--- src/i2csf_pkg.sv ---
`default_nettype none
package i2csf_pkg;

   // status register bit positions
   localparam int unsigned STAT_DONE_BIT  = 7;
   localparam int unsigned STAT_SLAVE_BIT = 6;
   localparam int unsigned STAT_BUSY_BIT  = 5;
   localparam int unsigned STAT_ARB_BIT   = 4;
   localparam int unsigned STAT_UNUSED    = 3;
   localparam int unsigned STAT_DIR_BIT   = 2;
   localparam int unsigned STAT_IRQ_BIT   = 1;
   localparam int unsigned STAT_ACK_BIT   = 0;

   // values after reset
   localparam logic [7:0] STAT_RESET  = 8'h00;
   localparam logic [7:0] SHIFT_RESET = 8'h00;
   localparam logic [3:0] CNT_RESET   = 4'h0;
   localparam logic       ACK_RESET   = 1'h0;

   // bit slot that carries the acknowledge
   localparam logic [3:0] ACK_SLOT = 4'h8;

   // cpu side strobes towards the block
   typedef struct packed {
      logic       stat_wr;
      logic [7:0] wdata;
      logic       data_rd;
      logic       data_wr;
      logic       ctrl_wr;
   } i2csf_cpu_t;

   // one sample of the two bus lines
   typedef struct packed {
      logic scl;
      logic sda;
   } i2csf_line_t;

   localparam i2csf_line_t LINE_IDLE = 2'h3;

   // bus monitor states, gray along idle-addr-data
   typedef enum logic [1:0] {
      MON_IDLE = 2'b00,
      MON_ADDR = 2'b01,
      MON_DATA = 2'b11
   } i2csf_mon_t;

endpackage
`default_nettype wire

--- src/i2csf_status.sv ---
// Notes on behaviour
// - bit 7 sets when a byte this module takes part in ends; the start of the next byte does not clear it.
// - bit 7 clears on data read in receive or data write in transmit.
// - bit 6 sets when the calling address equals the programmed address.
// - a control register write clears bit 6 unless an address match comes in the same cycle.
// - bit 5 rises on START and falls on STOP, master or slave.
// - bit 4 sets on arbitration loss, stays until software writes one.
// - when addressed, bit 2 holds the calling read/write bit.
// - bit 1 sets on byte done, address match or arbitration loss.
// - bit 1 clears only when software writes one to it.
// - bit 0 shows the acknowledge sampled after each byte that sets bit 7; 1 means none.
`timescale 1ns/100ps
`default_nettype none
module i2csf_status (
   // clock and reset
   input  wire logic                    clk,
   input  wire logic                    rst_b,
   // cpu register access
   input  wire i2csf_pkg::i2csf_cpu_t   cpu,
   output logic [7:0]                   stat_rdata,
   // module configuration and events
   input  wire logic                    tx_mode,
   input  wire logic                    master_mode,
   input  wire logic [6:0]              slave_addr,
   input  wire logic                    arb_lost_evt,
   // bus pins, asynchronous
   input  wire i2csf_pkg::i2csf_line_t  bus_in
);

   // does the received byte call this module
   function automatic logic addr_hit(input logic [7:0] b,
                                     input logic [6:0] a);
      addr_hit = (b[7:1] == a);
   endfunction

   // pin synchroniser and condition detect
   i2csf_pkg::i2csf_line_t sync1_r;
   i2csf_pkg::i2csf_line_t sync2_r;
   i2csf_pkg::i2csf_line_t prev_r;
   i2csf_pkg::i2csf_line_t sync1_nxt;
   i2csf_pkg::i2csf_line_t sync2_nxt;
   i2csf_pkg::i2csf_line_t prev_nxt;

   always_comb begin
      sync1_nxt = bus_in;
      sync2_nxt = sync1_r;
      prev_nxt  = sync2_r;
   end

   // idle high so no false START comes out of reset
   always_ff @(posedge clk) begin
      if (!rst_b) begin
         sync1_r <= i2csf_pkg::LINE_IDLE;
         sync2_r <= i2csf_pkg::LINE_IDLE;
         prev_r  <= i2csf_pkg::LINE_IDLE;
      end else begin
         sync1_r <= sync1_nxt;
         sync2_r <= sync2_nxt;
         prev_r  <= prev_nxt;
      end
   end

   logic scl_rise;
   logic scl_steady;
   logic start_det;
   logic stop_det;

   always_comb begin
      scl_rise   = sync2_r.scl & ~prev_r.scl;
      scl_steady = sync2_r.scl & prev_r.scl;
      start_det  = scl_steady & prev_r.sda & ~sync2_r.sda;
      stop_det   = scl_steady & ~prev_r.sda & sync2_r.sda;
   end

   // bus monitor: bit count, shifter, byte events
   i2csf_pkg::i2csf_mon_t mon_r;
   i2csf_pkg::i2csf_mon_t mon_nxt;
   logic [3:0]            cnt_r;
   logic [3:0]            cnt_nxt;
   logic [7:0]            shift_r;
   logic [7:0]            shift_nxt;
   logic                  sel_r;
   logic                  sel_nxt;
   logic                  ack_evt;
   logic                  match_evt;
   logic                  done_evt;

   always_comb begin
      mon_nxt   = mon_r;
      cnt_nxt   = cnt_r;
      shift_nxt = shift_r;
      sel_nxt   = sel_r;
      ack_evt   = 1'b0;
      match_evt = 1'b0;
      // repeated START restarts the address phase
      if (start_det) begin
         mon_nxt = i2csf_pkg::MON_ADDR;
         cnt_nxt = i2csf_pkg::CNT_RESET;
         sel_nxt = 1'b0;
      end else if (stop_det) begin
         mon_nxt = i2csf_pkg::MON_IDLE;
         cnt_nxt = i2csf_pkg::CNT_RESET;
         sel_nxt = 1'b0;
      end else if (scl_rise && mon_r != i2csf_pkg::MON_IDLE) begin
         if (cnt_r == i2csf_pkg::ACK_SLOT) begin
            ack_evt = 1'b1;
            cnt_nxt = i2csf_pkg::CNT_RESET;
            mon_nxt = i2csf_pkg::MON_DATA;
            if (mon_r == i2csf_pkg::MON_ADDR &&
                addr_hit(shift_r, slave_addr)) begin
               match_evt = 1'b1;
               sel_nxt   = 1'b1;
            end
         end else begin
            shift_nxt = {shift_r[6:0], sync2_r.sda};
            cnt_nxt   = cnt_r + 4'h1;
         end
      end
      // only bytes this module takes part in count as transfers
      done_evt = ack_evt & (master_mode | sel_r | match_evt);
   end

   always_ff @(posedge clk) begin
      if (!rst_b) begin
         mon_r   <= i2csf_pkg::MON_IDLE;
         cnt_r   <= i2csf_pkg::CNT_RESET;
         shift_r <= i2csf_pkg::SHIFT_RESET;
         sel_r   <= 1'b0;
      end else begin
         mon_r   <= mon_nxt;
         cnt_r   <= cnt_nxt;
         shift_r <= shift_nxt;
         sel_r   <= sel_nxt;
      end
   end

   // status flags; a setting event always wins over a clear
   logic done_r,  done_nxt;
   logic slave_r, slave_nxt;
   logic busy_r,  busy_nxt;
   logic arb_r,   arb_nxt;
   logic dir_r,   dir_nxt;
   logic irq_r,   irq_nxt;
   logic ack_r,   ack_nxt;
   logic done_clr;
   logic arb_clr;
   logic irq_clr;

   always_comb begin
      done_clr = (cpu.data_rd & ~tx_mode) | (cpu.data_wr & tx_mode);
      arb_clr  = cpu.stat_wr & cpu.wdata[i2csf_pkg::STAT_ARB_BIT];
      irq_clr  = cpu.stat_wr & cpu.wdata[i2csf_pkg::STAT_IRQ_BIT];

      done_nxt = done_evt ? 1'b1 : (done_clr ? 1'b0 : done_r);
      slave_nxt = match_evt ? 1'b1 : (cpu.ctrl_wr ? 1'b0 : slave_r);
      busy_nxt = start_det ? 1'b1 : (stop_det ? 1'b0 : busy_r);
      arb_nxt = arb_lost_evt ? 1'b1 : (arb_clr ? 1'b0 : arb_r);
      dir_nxt = match_evt ? shift_r[0] : dir_r;
      irq_nxt = (done_evt | match_evt | arb_lost_evt) ? 1'b1 :
                (irq_clr ? 1'b0 : irq_r);
      ack_nxt = done_evt ? sync2_r.sda : ack_r;
   end

   always_ff @(posedge clk) begin
      if (!rst_b) begin
         done_r  <= i2csf_pkg::STAT_RESET[i2csf_pkg::STAT_DONE_BIT];
         slave_r <= i2csf_pkg::STAT_RESET[i2csf_pkg::STAT_SLAVE_BIT];
         busy_r  <= i2csf_pkg::STAT_RESET[i2csf_pkg::STAT_BUSY_BIT];
         arb_r   <= i2csf_pkg::STAT_RESET[i2csf_pkg::STAT_ARB_BIT];
         dir_r   <= i2csf_pkg::STAT_RESET[i2csf_pkg::STAT_DIR_BIT];
         irq_r   <= i2csf_pkg::STAT_RESET[i2csf_pkg::STAT_IRQ_BIT];
         ack_r   <= i2csf_pkg::ACK_RESET;
      end else begin
         done_r  <= done_nxt;
         slave_r <= slave_nxt;
         busy_r  <= busy_nxt;
         arb_r   <= arb_nxt;
         dir_r   <= dir_nxt;
         irq_r   <= irq_nxt;
         ack_r   <= ack_nxt;
      end
   end

   always_comb begin
      stat_rdata = i2csf_pkg::STAT_RESET;
      stat_rdata[i2csf_pkg::STAT_DONE_BIT]  = done_r;
      stat_rdata[i2csf_pkg::STAT_SLAVE_BIT] = slave_r;
      stat_rdata[i2csf_pkg::STAT_BUSY_BIT]  = busy_r;
      stat_rdata[i2csf_pkg::STAT_ARB_BIT]   = arb_r;
      stat_rdata[i2csf_pkg::STAT_UNUSED]    = 1'b0;
      stat_rdata[i2csf_pkg::STAT_DIR_BIT]   = dir_r;
      stat_rdata[i2csf_pkg::STAT_IRQ_BIT]   = irq_r;
      stat_rdata[i2csf_pkg::STAT_ACK_BIT]   = ack_r;
   end
endmodule
`default_nettype wire

--- config.mk ---
export PLATFORM = sky130hd
export DESIGN_NAME = i2csf_status
export DESIGN_NICKNAME = d
export VERILOG_FILES = /design/src/i2csf_pkg.sv /design/src/i2csf_status.sv
export SDC_FILE = /design/constraint.sdc
export NUM_CORES = 1
export LEC_CHECK = 0
export ABC_AREA = 1
export ABC_CLOCK_PERIOD_IN_PS = 1500
export BUFFER_PORTS_ARGS = -buffer_cell sky130_fd_sc_hd__buf_4
export CAP_MARGIN = 0
export CORE_MARGIN = 3
export CORE_UTILIZATION = 46
export DETAILED_ROUTE_END_ITERATION = 8
export PLACE_DENSITY_LB_ADDON = 0.15
export SLEW_MARGIN = 20
export SYNTH_ARGS = -nofsm -noshare
export SYNTH_HDL_FRONTEND = slang
export SYNTH_SLANG_ARGS = --single-unit
--- constraint.sdc ---
create_clock -name clk -period 1.5 [get_ports clk]
set_clock_uncertainty 0.15 [all_clocks]
set_input_delay 0.075 -clock clk [delete_from_list [all_inputs] [get_ports clk]]
set_output_delay 0.075 -clock clk [all_outputs]
set_load 0.05 [all_outputs]
==> impl_metrics.toml <==
[yosys]
syn_avg_cell_area_um2 = 7.59
synth_flop_cell = "dfxtp_1"
ys_types = 28
syn-num-nets = 200
ys_seq_area_frac = 0.429
synth-compound-area-share = 0.123
synth.most_common_cell = "nand2_1"
syn_inst = 172
synth_top_area_frac = 0.429
ys_seq_elements = 28
synth_warnings = 0
yosys-top-cells-area = "dfxtp_1 (43%), nand2_1 (9.2%), inv_1 (7.2%)"
synth_area_mm2 = 0.00131
synthAdderAreaFrac = 0.0192
async_flop_share = 0
synth_commonest_cells = "nand2_1 (32), dfxtp_1 (28), inv_1 (25)"
muxShareOfSynthArea = 0
yosysTopAreaCell = "dfxtp_1"
synth_top_family_by_area = "simple AND/OR/NAND/NOR gates"
yosys.area_share.simple = 0.272
synth_xor_area_frac = 0.0134
synth-edff-count = 0

[worst_hold_path]
hold_path.class = "in -> reg"
hold_start = "rst_b"

[timing]
slew_violations = 0
fin_crit_sh = 0.984
rsz0062_at_grt = "yes"
layout_setup_ws_ns = 0.0237
holdWs_ns = 0.0188
fmax_ghz = 0.677
setup_violations = 0
hold_viol_final = 0
fin_crit_ns = 1.48

[setup_path]
critPathSlowestCell = "dlygate4sd3_1"
required_ns = 1.60
cp_num_buf_inv = 4
end_kind = "flop"
crit_path_start_kind = "input pin"
rrSetupSlack_ns = 0.03
worstSetupPathType = "in -> reg"
critPathTopFamily = "buffers and inverters"
path_max_fanout = 1
crit_path_max_incr_delay_ns = 0.56
path_cells = "dlygate4sd3_1 > buf_4 > nand2_1 > dlygate4sd3_1 > a21oi_1 > nand2_1 > nand2_1 > inv_1"
cp.arrival_ns = 1.58
crit_path_frequent_cell = "nand2_1"
critPathLaunch = "cpu[4]"
timing.rr.start = "cnt_r[1]"

[flow_run]
drv_cap = 0

[placement]
placed_cell_area_mm2 = 0.00151
place_congestion = 0.746
dp.cells = 225
io_buffers = 26
post-dp-hpwl_mm = 1.95
dpl_worst_slack_ns = 0.00788

[floorplan]
start_util = 0.504
pin_count = 34
row_count = 18
die_h_um = 59.3
die_area_mm2 = 0.00352
die_w_um = 59.3
core_mm2 = 0.00259

[pwr]
power_density_mw_per_mm2 = 749
peakVddDrop_mv = 0.729
p_leak_nw = 0.863

[drt]
drt_wl_total_mm = 2.84
route.detailed.drc = 0
first_pass_iters = 4
wl_per_cell_um = 11.5
ant_nets = 0
viasPerCell = 4.80
routed-via-count = 1186
dr.first_iter.drc_count = 25

[finish]
design_area_mm2 = 0.00177
finish.utilization = 0.683
fillers = 222
nets = 246
n_antenna_cell = 0
areaGrowthSynthToFinish_pct = 35.4
drive_above_1_share = 0.318
final_cells = 247

[clocking]
cts.sinks = 28
cts-root-buf = "clkbuf_4"
clockBufferDepth = 2
clkSlewWorstSetupHoldPaths_ns = 0.15
cts_made_buffers = 3
cts_tree = "built"
clock_latency_ns = 0.33
cts_htree_levels = 1

[global_routing]
antenna_found_initial = 0
grt_pass1_vias = 1101
grt_start_max_net_pins = 16
grt_pass1_wl_mm = 4.70
track_usage = 0.171
grt.overflow.total = 0

[status]
status = "finished, final reports clean"
[layout make-up]
class,count,area (µm²),share of cell area
clock buffer,4,36.3,0.0205
tap,30,37.5,0.0212
inverter,28,105,0.0594
timing repair buffer,51,422,0.238
sequential,28,567,0.320
multi-input combinational,106,602,0.340
[power by group]
group          internal, mW  switching (mW)  leakage (nW)
sequential            0.760         0.00838         0.229
combinational        0.0959          0.0911         0.612
clock                 0.149           0.221        0.0210
[timing repair]
item | 4_1_cts | 5_1_grt
setup endpoints to repair | 8 | 17
gates resized for setup | 6 | 13
hold buffers | 15 | 1
buffers inserted | 0 | 2
endpoints found under the hold margin | 11 | 1
gates cloned | 1 | 0
pin swaps | 1 | 6
[state kept, by name (all words and copies together) (netlist names)]
name      cells
prev_nxt      2
cnt_r         4
arb_r         1
done_r        1
slave_r       1
dir_r         1
shift_r       8
sync1_r       2
mon_r         2
busy_r        1
prev_r        2
irq_r         1
sel_r         1
ack_r         1
[cell families (layout without fill, tap and decap cells)]
logic type,after synthesis,after routing
other,1,1
AO/OA/AOI/OAI,28,28
AND/OR/NAND/NOR,73,73
flip-flops,28,28
XOR/XNOR,2,2
adder cells (fa/ha/maj),2,2
buffers and inverters,38,83
[worst reg2reg max path, delay by kind of cell, from the launching register on]
kind            cells  cell delay (ns)
buf+inv             2             0.11
fa+ha+maj           1             0.14
simple gates        6             0.50
flops               1             0.35
compound gates      1             0.18
[placed cells by master (no fill, tap or decap), drive strengths merged, types with 4 or more instances in the layout]
| cell type | Yosys | layout |
|---|---|---|
| buf | 10 | 36 |
| nand2 | 34 | 34 |
| dfxtp | 28 | 28 |
| inv | 27 | 27 |
| nor2 | 24 | 24 |
| dlygate4sd3 | 0 | 15 |
| a21oi | 15 | 15 |
| o21ai | 11 | 11 |
| or2 | 5 | 5 |
| nor3 | 4 | 4 |
| clkbuf | 0 | 4 |
| nand3 | 4 | 4 |
[worst paths after layout]
kind | cells after the start | to
setup / recovery | 8 | irq_r
setup reg to reg | 10 | irq_r
hold reg to reg | 1 | prev_nxt[0]
hold / removal | 5 | cnt_r[0]
[metal layers]
layer | track usage | routed length, µm | vias to the layer above
li1 | - | - | 611
met1 | 0.199 | 1220 | 550
met2 | 0.318 | 1450 | 21
met3 | 0.0414 | 134 | 4
met4 | 0.0291 | 34 | 0
met5 | 0 | 0 | -
[per-stage QoR]
stage                     power [mW]  setup TNS, ns
after global routing            1.37         -0.154
after CTS                       1.33       -0.00832
after floorplan                0.878              0
after detailed placement       0.934              0
after global placement         0.929              0
final                           1.33              0
Note: power is estimated with default switching activity, not from simulation.
